`config.mk`:
```
export PLATFORM = sky130hd
export DESIGN_NAME = eio_trigger_map
export DESIGN_NICKNAME = d
export VERILOG_FILES = /design/src/verilog/eio_pkg.sv /design/src/verilog/eio_trigger_map.sv
export SDC_FILE = /design/constraint.sdc
export NUM_CORES = 1
export LEC_CHECK = 0
export BUFFER_PORTS_ARGS = -buffer_cell sky130_fd_sc_hd__buf_2
export CAP_MARGIN = 30
export CORE_MARGIN = 2
export CORE_UTILIZATION = 53
export DETAILED_ROUTE_END_ITERATION = 8
export PLACE_DENSITY = 0.75
export SLEW_MARGIN = 5
export SYNTH_ARGS = -nofsm -noshare
export SYNTH_HDL_FRONTEND = slang
export SYNTH_SLANG_ARGS = --single-unit
```
`constraint.sdc`:
```
create_clock -name clk_in -period 4.6 [get_ports clk_in]
set_input_delay 0.46 -clock clk_in [delete_from_list [all_inputs] [get_ports clk_in]]
set_output_delay 0.46 -clock clk_in [all_outputs]
set_load 0.01 [all_outputs]
```
`src/verilog/eio_pkg.sv`:
```
package eio_pkg;

    // ************************************************************
    // Sizes
    // ************************************************************
    localparam int NUM_LINES = 5;
    localparam int NUM_CHANS = 4;

    // ************************************************************
    // Detection methods
    // ************************************************************
    typedef enum logic [2:0] {
        EIO_DET_RISE = 3'h0,
        EIO_DET_FALL = 3'h1,
        EIO_DET_HIGH = 3'h2,
        EIO_DET_LOW  = 3'h3,
        EIO_DET_ANY  = 3'h4
    } eio_det_t;

    // ************************************************************
    // Response actions
    // ************************************************************
    typedef enum logic [1:0] {
        EIO_ACT_OFF    = 2'h0,
        EIO_ACT_ON     = 2'h1,
        EIO_ACT_TOGGLE = 2'h2
    } eio_act_t;

    // ************************************************************
    // Per-line configuration written by the control side
    // ************************************************************
    typedef struct packed {
        logic                 is_output;
        eio_det_t             det;
        eio_act_t             act;
        logic [NUM_CHANS-1:0] chan_mask;
        logic                 polarity_neg;
    } eio_cfg_t;

    localparam logic [NUM_CHANS-1:0] CHAN_NONE  = 4'h0;
    localparam logic [NUM_CHANS-1:0] CHAN_RESET = 4'h1;
    localparam logic [1:0]           SYNC_RESET = 2'h0;

endpackage : eio_pkg

```
`src/verilog/eio_trigger_map.sv`:
```
`timescale 1ns/1ps
// Operation
// RQ1: Detection type applies to input lines only, one of five methods.
// RQ2: Rising detection fires on low-to-high; falling on high-to-low.
// RQ3: Falling detection fires only on high-to-low transitions.
// RQ4: High-level detection: trigger present while line is high.
// RQ5: Low-level detection: trigger present while line is low.
// RQ6: Any-change detection fires on every transition.
// RQ7: Any-change detection permits only on/off response; others refused.
// RQ8: Each line has a four-bit channel selection mask.
// RQ9: Input line may select one to all channels.
// RQ10: Input mask update leaving no channel selected is rejected.
// RQ11: Input trigger applies the response to every selected channel.
// RQ12: Output line holds exactly one channel; new selection replaces old. Code keeps an earlier multi-bit input mask on an empty or locked write.
// RQ13: Output line asserts when its channel status meets the condition.
// RQ14: Three-output variant forbids changing output channel selection.
// RQ15: Five lines, each configurable as input or output.
// RQ16: Parameter changes accepted only while the line is disabled.
// RQ17: Output line has positive or negative polarity.
// RQ18: Response is output off, output on, or toggle.
// RQ19: Inputs pass through two flip-flops before detection.
module eio_trigger_map #(
    parameter int  NUM_LINES  = eio_pkg::NUM_LINES,
    parameter int  NUM_CHANS  = eio_pkg::NUM_CHANS,
    parameter bit  THREE_OUT  = 1'b0
) (
    input  wire logic                 clk_in,
    input  wire logic                 reset_in,
    input  wire logic [NUM_LINES-1:0] line_enable_in,
    input  wire logic [NUM_LINES-1:0] cfg_write_in,
    input  wire logic                 cfg_line_is_output_in,
    input  wire eio_pkg::eio_det_t    cfg_det_in,
    input  wire eio_pkg::eio_act_t    cfg_act_in,
    input  wire logic [NUM_CHANS-1:0] cfg_chan_mask_in,
    input  wire logic                 cfg_polarity_neg_in,
    input  wire logic [NUM_LINES-1:0] cond_met_in,
    input  wire logic [NUM_CHANS-1:0] chan_on_in,
    input  wire logic [NUM_LINES-1:0] io_lines_i_in,
    output logic      [NUM_LINES-1:0] io_lines_o_out,
    output logic      [NUM_LINES-1:0] io_lines_oe_out,
    output logic      [NUM_LINES-1:0] cfg_reject_out,
    output logic      [NUM_CHANS-1:0] supply_channels_on_out,
    output logic      [NUM_CHANS-1:0] supply_channels_sel_out
);

    // ************************************************************
    // Helpers
    // ************************************************************
    function automatic logic [NUM_CHANS-1:0] one_hot_low(input logic [NUM_CHANS-1:0] m);
        logic [NUM_CHANS-1:0] r;
        r = m & (~m + 1'b1);
        return r;
    endfunction : one_hot_low

    function automatic logic [NUM_CHANS-1:0] apply_act(input eio_pkg::eio_act_t a,
                                                        input logic [NUM_CHANS-1:0] cur,
                                                        input logic [NUM_CHANS-1:0] msk);
        logic [NUM_CHANS-1:0] r;
        r = cur;
        case (a)
            eio_pkg::EIO_ACT_OFF:    r = cur & ~msk;
            eio_pkg::EIO_ACT_ON:     r = cur | msk;
            eio_pkg::EIO_ACT_TOGGLE: r = cur ^ msk;
            default:                 r = cur;
        endcase
        return r;
    endfunction : apply_act

    // ************************************************************
    // Configuration store
    // ************************************************************
    eio_pkg::eio_cfg_t    cfg_r [NUM_LINES];
    logic [NUM_LINES-1:0] reject_r;
    logic [NUM_LINES-1:0] accept;
    logic [NUM_LINES-1:0] bad_mask;
    logic [NUM_LINES-1:0] bad_act;
    logic [NUM_LINES-1:0] chan_locked;

    always_comb
    begin
        for (int i = 0; i < NUM_LINES; i++)
        begin
            bad_mask[i]    = !cfg_line_is_output_in
                             && (cfg_chan_mask_in == eio_pkg::CHAN_NONE);   // [RQ10]
            bad_act[i]     = !cfg_line_is_output_in
                             && (cfg_det_in == eio_pkg::EIO_DET_ANY)
                             && (cfg_act_in == eio_pkg::EIO_ACT_TOGGLE);    // [RQ7]
            chan_locked[i] = THREE_OUT && cfg_line_is_output_in;            // [RQ14]
            accept[i]      = cfg_write_in[i] && !line_enable_in[i]          // [RQ16]
                             && !bad_mask[i] && !bad_act[i];
        end
    end

    always_ff @(posedge clk_in)
    begin
        for (int i = 0; i < NUM_LINES; i++)
        begin
            if (reset_in)
            begin
                cfg_r[i].is_output    <= 1'b0;
                cfg_r[i].det          <= eio_pkg::EIO_DET_RISE;
                cfg_r[i].act          <= eio_pkg::EIO_ACT_ON;
                cfg_r[i].chan_mask    <= eio_pkg::CHAN_RESET;
                cfg_r[i].polarity_neg <= 1'b0;
            end
            else if (accept[i])
            begin
                cfg_r[i].is_output    <= cfg_line_is_output_in;            // [RQ15]
                cfg_r[i].det          <= cfg_det_in;                       // [RQ1]
                cfg_r[i].act          <= cfg_act_in;                       // [RQ18]
                cfg_r[i].polarity_neg <= cfg_polarity_neg_in;              // [RQ17]
                if (cfg_line_is_output_in)
                begin
                    // Lowest bit wins; an empty or locked mask keeps the old one, which may carry several channels
                    if (!chan_locked[i] && cfg_chan_mask_in != eio_pkg::CHAN_NONE)
                        cfg_r[i].chan_mask <= one_hot_low(cfg_chan_mask_in); // [RQ12] [RQ14]
                end
                else
                    cfg_r[i].chan_mask <= cfg_chan_mask_in;                 // [RQ8] [RQ9]
            end
        end
    end

    always_ff @(posedge clk_in)
    begin
        if (reset_in)
            reject_r <= '0;
        else
            reject_r <= cfg_write_in & ~accept;                            // [RQ10] [RQ16]
    end

    // ************************************************************
    // Input synchronisers and detection
    // ************************************************************
    logic [NUM_LINES-1:0] sync1_r;
    logic [NUM_LINES-1:0] sync2_r;
    logic [NUM_LINES-1:0] prev_r;
    logic [NUM_LINES-1:0] trig;

    always_ff @(posedge clk_in)
    begin
        if (reset_in)
        begin
            sync1_r <= '0;
            sync2_r <= '0;
            prev_r  <= '0;
        end
        else
        begin
            sync1_r <= io_lines_i_in;                                      // [RQ19]
            sync2_r <= sync1_r;                                            // [RQ19]
            prev_r  <= sync2_r;
        end
    end

    always_comb
    begin
        for (int i = 0; i < NUM_LINES; i++)
        begin
            case (cfg_r[i].det)
                eio_pkg::EIO_DET_RISE: trig[i] = sync2_r[i] && !prev_r[i];  // [RQ2]
                eio_pkg::EIO_DET_FALL: trig[i] = !sync2_r[i] && prev_r[i];  // [RQ3]
                eio_pkg::EIO_DET_HIGH: trig[i] = sync2_r[i];                // [RQ4]
                eio_pkg::EIO_DET_LOW:  trig[i] = !sync2_r[i];               // [RQ5]
                eio_pkg::EIO_DET_ANY:  trig[i] = sync2_r[i] ^ prev_r[i];    // [RQ6]
                default:               trig[i] = 1'b0;
            endcase
            trig[i] = trig[i] && line_enable_in[i] && !cfg_r[i].is_output; // [RQ1]
        end
    end

    // ************************************************************
    // Channel response; later lines take priority on conflict
    // ************************************************************
    logic [NUM_CHANS-1:0] chan_on_nxt;
    logic [NUM_CHANS-1:0] chan_on_r;

    always_comb
    begin
        chan_on_nxt = chan_on_in;
        for (int i = 0; i < NUM_LINES; i++)
        begin
            if (trig[i])
                chan_on_nxt = apply_act(cfg_r[i].act, chan_on_nxt, cfg_r[i].chan_mask); // [RQ11]
        end
    end

    always_ff @(posedge clk_in)
    begin
        if (reset_in)
            chan_on_r <= '0;
        else
            chan_on_r <= chan_on_nxt;                                      // [RQ11]
    end

    // ************************************************************
    // Output lines
    // ************************************************************
    logic [NUM_LINES-1:0] out_r;
    logic [NUM_LINES-1:0] oe_r;
    logic [NUM_CHANS-1:0] sel_r;

    always_ff @(posedge clk_in)
    begin
        if (reset_in)
        begin
            out_r <= '0;
            oe_r  <= '0;
        end
        else
        begin
            for (int i = 0; i < NUM_LINES; i++)
            begin
                oe_r[i]  <= cfg_r[i].is_output && line_enable_in[i];
                out_r[i] <= (cond_met_in[i] && line_enable_in[i]) ^ cfg_r[i].polarity_neg; // [RQ13] [RQ17]
            end
        end
    end

    logic [NUM_CHANS-1:0] sel_nxt;

    always_comb
    begin
        sel_nxt = '0;
        for (int i = 0; i < NUM_LINES; i++)
        begin
            if (cfg_r[i].is_output)
                sel_nxt = sel_nxt | cfg_r[i].chan_mask;
        end
    end

    always_ff @(posedge clk_in)
    begin
        if (reset_in)
            sel_r <= '0;
        else
            sel_r <= sel_nxt;                                              // [RQ12]
    end

    assign io_lines_o_out          = out_r;
    assign io_lines_oe_out         = oe_r;
    assign cfg_reject_out          = reject_r;
    assign supply_channels_on_out  = chan_on_r;
    assign supply_channels_sel_out = sel_r;
endmodule : eio_trigger_map

```
# Word level (Yosys, flattened, before mapping)
# Memories as Yosys holds them, arrays and structs flattened.
# Index checks and enable logic that the tools add are counted.
[word_totals]
reg_bits = 38
mem_bits_rw = 55
in_bits = 37
out_inout_bits = 23
wordCells = 293
mem_count = 1
[memory_table]
columns = ["memory", "depth", "width", "read_ports", "rd_ports_with_merged_regs", "write_ports", "line", "rtl"]
rows = [
  ["cfg_r", 5, 11, 5, 0, 5, "eio_trigger_map.sv:72", "eio_pkg::eio_cfg_t cfg_r [NUM_LINES];"],
]
[classes]
n_addsub = 1
eq_ne = 32
muxes = 100
bitwise = 68
n_reduce_logical = 83
[op_table]
columns = ["operator", "count"]
rows = [
  ["4-bit 2-to-1 mux", 20],
  ["1-bit 2-to-1 mux", 60],
  ["4-bit one-hot mux with 3 select lines", 5],
  ["1-bit logical AND", 48],
  ["4-bit OR", 9],
  ["3-bit by 2-bit == test with 1-bit output (second input constant)", 10],
  ["1-bit OR", 30],
  ["1-bit one-hot mux with 5 select lines", 5],
  ["4-bit AND", 6],
  ["4-bit NOT", 6],
  ["1-bit zero test", 23],
  ["4-bit bitwise XOR", 5],
  ["3-bit == test (second input constant)", 6],
  ["3-bit by 1-bit == test with 1-bit output (second input constant)", 5],
  ["3-bit zero test", 5],
  ["3-bit 2-to-1 mux", 5],
  ["2-bit == test (second input constant)", 6],
  ["2-bit by 1-bit == test with 1-bit output (second input constant)", 5],
  ["2-bit zero test", 5],
  ["2-bit 2-to-1 mux", 5],
  ["1-bit bitwise XOR", 10],
  ["5-bit AND", 1],
  ["5-bit NOT", 1],
  ["4-bit by 1-bit adder with 4-bit output (second input constant)", 1],
  ["other kinds (2)", 2],
]

# Depth between registers and ports, before layout
[depth]
word_depth = 18
depth_mapped = 31
depth_no_buf = 30

# Worst setup path before layout
# Ideal clock, no wire load.
[synth_path]
kind = "register -> register"
startpoint = "reg sync2_r[0]"
endpoint = "reg chan_on_r[1], in the netlist supply_channels_on_out[1]"
setup_ns = 0.088
arrival_ns = 4.641
required_ns = 4.512
setup_slack_ns = -0.130
path_stages_with_launch = 30
path_buffers = 0
synth_period_minus_slack_ns = 4.730
cell_sequence = "dfxtp_1 inv_1 ha_1 nor4b_1 a31oi_1 a2111o_1 and2_2 ha_1 nand2_1 o21ai_0 o221a_2 a32oi_2 inv_1 ha_1 nand2_1 o21ai_0 o221ai_1 o21ai_1 ha_1 nand2_1 o21ai_0 o22ai_1 nand3_1 and2_1 ha_1 inv_1 mux2i_1 nor2_1 a211oi_1 a311oi_2"
[synth_between]
elab_chain_len = 18
elab_cells_between_ends = 28
cone_classes = "mux (10); bitwise (13); reduce/logical (5)"
[synth_lines]
columns = ["item", "line", "rtl"]
rows = [
  ["start, declared", "eio_trigger_map.sv:136", "logic [NUM_LINES-1:0] sync2_r;"],
  ["start signal, assigned", "eio_trigger_map.sv:151", "sync2_r <= sync1_r;"],
  ["1-bit zero test", "eio_trigger_map.sv:162, eio_trigger_map.sv:164", ""],
  ["1-bit logical AND", "eio_trigger_map.sv:162", "eio_pkg::EIO_DET_FALL: trig[i] = !sync2_r[i] && prev_r[i];"],
  ["1-bit one-hot mux with 5 select lines (*)", "eio_trigger_map.sv:160", "case (cfg_r[i].det)"],
  ["1-bit logical AND (*) (2 in a row)", "eio_trigger_map.sv:168", "trig[i] = trig[i] && line_enable_in[i] && !cfg_r[i].is_output;"],
  ["4-bit 2-to-1 mux (*)", "eio_trigger_map.sv:183", "if (trig[i])"],
  ["4-bit bitwise XOR (tied with other cells)", "eio_trigger_map.sv:63", "eio_pkg::EIO_ACT_TOGGLE: r = cur ^ msk;"],
  ["4-bit one-hot mux with 3 select lines", "eio_trigger_map.sv:60", "case (a)"],
  ["4-bit 2-to-1 mux (*)", "eio_trigger_map.sv:183", ""],
  ["4-bit bitwise XOR (tied with other cells)", "eio_trigger_map.sv:63", ""],
  ["4-bit one-hot mux with 3 select lines", "eio_trigger_map.sv:60", ""],
  ["4-bit 2-to-1 mux (*)", "eio_trigger_map.sv:183", ""],
  ["4-bit bitwise XOR (tied with other cells)", "eio_trigger_map.sv:63", ""],
  ["4-bit one-hot mux with 3 select lines", "eio_trigger_map.sv:60", ""],
  ["4-bit 2-to-1 mux (*)", "eio_trigger_map.sv:183", ""],
  ["4-bit bitwise XOR (tied with other cells)", "eio_trigger_map.sv:63", ""],
  ["4-bit one-hot mux with 3 select lines", "eio_trigger_map.sv:60", ""],
  ["4-bit 2-to-1 mux (*)", "eio_trigger_map.sv:183", ""],
  ["end signal, assigned", "eio_trigger_map.sv:193", "chan_on_r <= chan_on_nxt;"],
  ["end, declared", "eio_trigger_map.sv:176", "logic [NUM_CHANS-1:0] chan_on_r;"],
]
# Every way passes the cells marked *; elsewhere a longest branch is shown, timed or not.
# A chain may end at the register's enable or synchronous reset.

# Worst setup path after layout
[layout_path]
startpoint = "reg sync2_r[0]"
endpoint = "reg chan_on_r[2], in the netlist supply_channels_on_out[2]"
# The elaborated chain is that of the path after synthesis.

==> reports/metrics.yaml <==
yosys:
  yosysSeqAreaShare_pct: 46.4
  synth_area_sq_um: 5200
  synth_compound_area_share_pct: 15.0
  yosys_warnings: 0
  synth_top_family_by_area: "simple AND/OR/NAND/NOR gates"
  synth-xor-area-share_pct: 1.68
  yosys-mux-area-fraction_pct: 2.02
  ys_top_cells_by_count: "60 x inv_1, 56 x nor2_1, 55 x edfxtp_1"
  synthTopCellsByArea: "edfxtp_1 32%, dfxtp_1 15%, ha_1 12%, inv_1 4.3%, nor2_1 4.0%"
  ys_seq_elements: 93
  synth_top_area_share_pct: 31.8
  synth.distinct_cells: 56
  synth_edf_count: 55
  async_flop_share_pct: 0
  synth.most_common_cell: "inv_1"
  yosysTopAreaCell: "edfxtp_1"
  synthSimpleGateAreaFrac_pct: 17.5
  synth-adder-area-share_pct: 12.0
  avgSynthCellArea_sq_um: 10.0
  synth_nets: 605
  ys.flop_type: "edfxtp_1"
  syn_inst: 518
power_and_ir_drop:
  p_leak_nw: 2.87
  p_per_area_nw_per_um2: 305
  ir_drop_uv: 249
floorplan:
  dieArea_sq_um: 10600
  floorplan.initialDensity_pct: 53.9
  die_h_um: 103
  chipWidth_um: 103
  core_sq_um: 9640
  ios: 60
  row_count: 36
critical_path:
  worst_r2r_endpoint: "supply_channels_on_out[2]"
  crit_start: "sync2_r[0]"
  cp_top_family: "compound AO/OA/AOI/OAI gates"
  cpMostUsedCell: "buf_4"
  reg2reg_from: "sync2_r[0]"
  cp.arrival_ns: 5.05
  cp.buffers_inverters: 11
  path_depth: 31
  required_ns: 4.83
  critical_path_class: "reg -> reg"
  start_kind: "flop"
  endpoint: "supply_channels_on_out[2]"
  crit_path_end_kind: "flop"
  slowest_delay_ns: 0.39
  r2r.worst_path.cells: 31
  crit_fanout: 7
  reg2reg_setup_slack_ns: -0.22
  critPathSlowestCell: "dfxtp_4"
sta:
  holdWs_ns: 0.289
  layout_setup_ws_ns: -0.215
  setup_viol_count_final: 4
  tightest_slew_ns: 0.975
  slew_headroom_pct: 35.0
  fmaxAchievable_ghz: 0.208
  clock_skew_ns: 0.0104
  grt_setup_unrepaired: "true"
  hold_viol: 0
  fin_crit_ns: 4.82
  final_max_slew_viol_count: 0
  min_period_over_period_pct: 105
placement:
  gp_congestion: 0.938
  dp_hpwl_um: 8690
  io_buffers: 59
  placed_area_sq_um: 5890
  preCtsSetupSlack_ns: -0.470
  place_inst: 731
cts:
  cts_max_level: 3
  cts-root-buf: "clkbuf_8"
  clockBufferDepth: 2
  holdBufCountCts: 0
  numCtsBuffers: 9
  cts_tree: "done"
  clock_latency_ns: 0.38
  path_clk_slew_ns: 0.09
  clock-sinks: 93
global_routing:
  grt_max_degree: 52
  grt_pass1_wl_um: 20200
  antenna_found_initial: 0
  grt_overflow_total: 0
  grt_use_total_pct: 25.0
  grt_pass1_vias: 4266
detailed_routing:
  drc_errors: 0
  wl_per_cell_um: 16.8
  wirelength_um: 13200
  ant_nets: 0
  num_vias: 4348
  viasPerCell: 5.53
  dr.first_iter.drc_count: 298
  first_pass_iters: 5
outcome:
  violations: "negative setup slack"
  status: "finished, violations left"
final_layout:
  fin_cells: 786
  nets: 735
  fillers: 698
  finalInstanceArea_sq_um: 6870
  n_antenna_cell: 0
  drive_gt1_share_pct: 36.3
  area_growth_syn_to_layout_pct: 32.1
  utilization_pct: 71.2
run:
  max-cap-violations: 0
worst_hold_path:
  hold_path.class: "in -> reg"
[per-stage QoR]
stage                     TNS (ns)  power (mW)
after global routing         -1.40        2.19
after global placement      -0.837        1.35
after detailed placement     -1.48        1.36
after CTS                  -0.0859        2.01
after floorplan            -0.0177        1.22
final                       -0.604        2.10
[routing by layer]
layer	share of wire (%)	track usage (%)	up-vias
li1	-	-	2069
met1	42	31.0	2083
met2	51	43.0	165
met3	5.0	4.95	31
met4	2.6	10.0	0
met5	0	0	-
[cells in the final DEF (no fill, tap or decap), drive strengths merged, types with 8 or more instances in the layout]
cell type / count
a211oi: 11
a21oi: 10
and2: 32
buf: 133
clkbuf: 12
dfxtp: 38
edfxtp: 55
ha: 50
inv: 61
nand2: 34
nand2b: 9
nand3b: 8
nor2: 56
nor2b: 15
o21ai: 19
o21bai: 10
xor2: 9
[area by class of cell]
class | instances | area (sq um) | area share (%)
Tap cell | 133 | 166 | 2.42
Clock buffer | 12 | 166 | 2.42
Inverter | 60 | 228 | 3.32
Timing Repair Buffer | 133 | 870 | 12.7
Clock inverter | 4 | 53.8 | 0.784
Sequential cell | 93 | 2420 | 35.2
Multi-Input combinational cell | 351 | 2960 | 43.2
[logic make-up after synthesis]
group | count (synthesis)
xor+xnor | 10
flops | 93
mux | 10
simple gates | 179
fa+ha+maj | 50
buf+inv | 74
compound gates | 102
[power by group]
| part | switching (mW) | internal, mW |
|---|---|---|
| Clock | 0.302 | 0.301 |
| Combinational | 0.255 | 0.233 |
| Sequential | 0.0572 | 0.949 |
| Total | 0.614 | 1.48 |
[worst min path at each step]
stage	start	end	slack [ns]	cells past startpoint
after global routing	io_lines_i_in[1]	sync1_r[1]	0.28	2
final	io_lines_i_in[1]	sync1_r[1]	0.29	2
after global placement	sync1_r[2]	sync2_r[2]	0.42	1
after detailed placement	sync1_r[1]	sync2_r[1]	0.42	1
after floorplan	sync1_r[0]	sync2_r[0]	0.41	1
after CTS	io_lines_i_in[1]	sync1_r[1]	0.28	2
[sequential cells by signal (all words and copies together), names as in the netlist]
name                     flops
cfg_r                       55
cfg_reject_out               5
io_lines_o_out               5
io_lines_oe_out              5
prev_r                       5
supply_channels_on_out       4
supply_channels_sel_out      4
sync1_r                      5
sync2_r                      5
[timing repair]
item | in CTS | in global routing
setup endpoints to repair | 4 | 4
gates resized for setup | 58 | 48
setup buffers | 26 | 16
pin swaps | 38 | 52
Note: power is estimated with default switching activity, not from simulation.
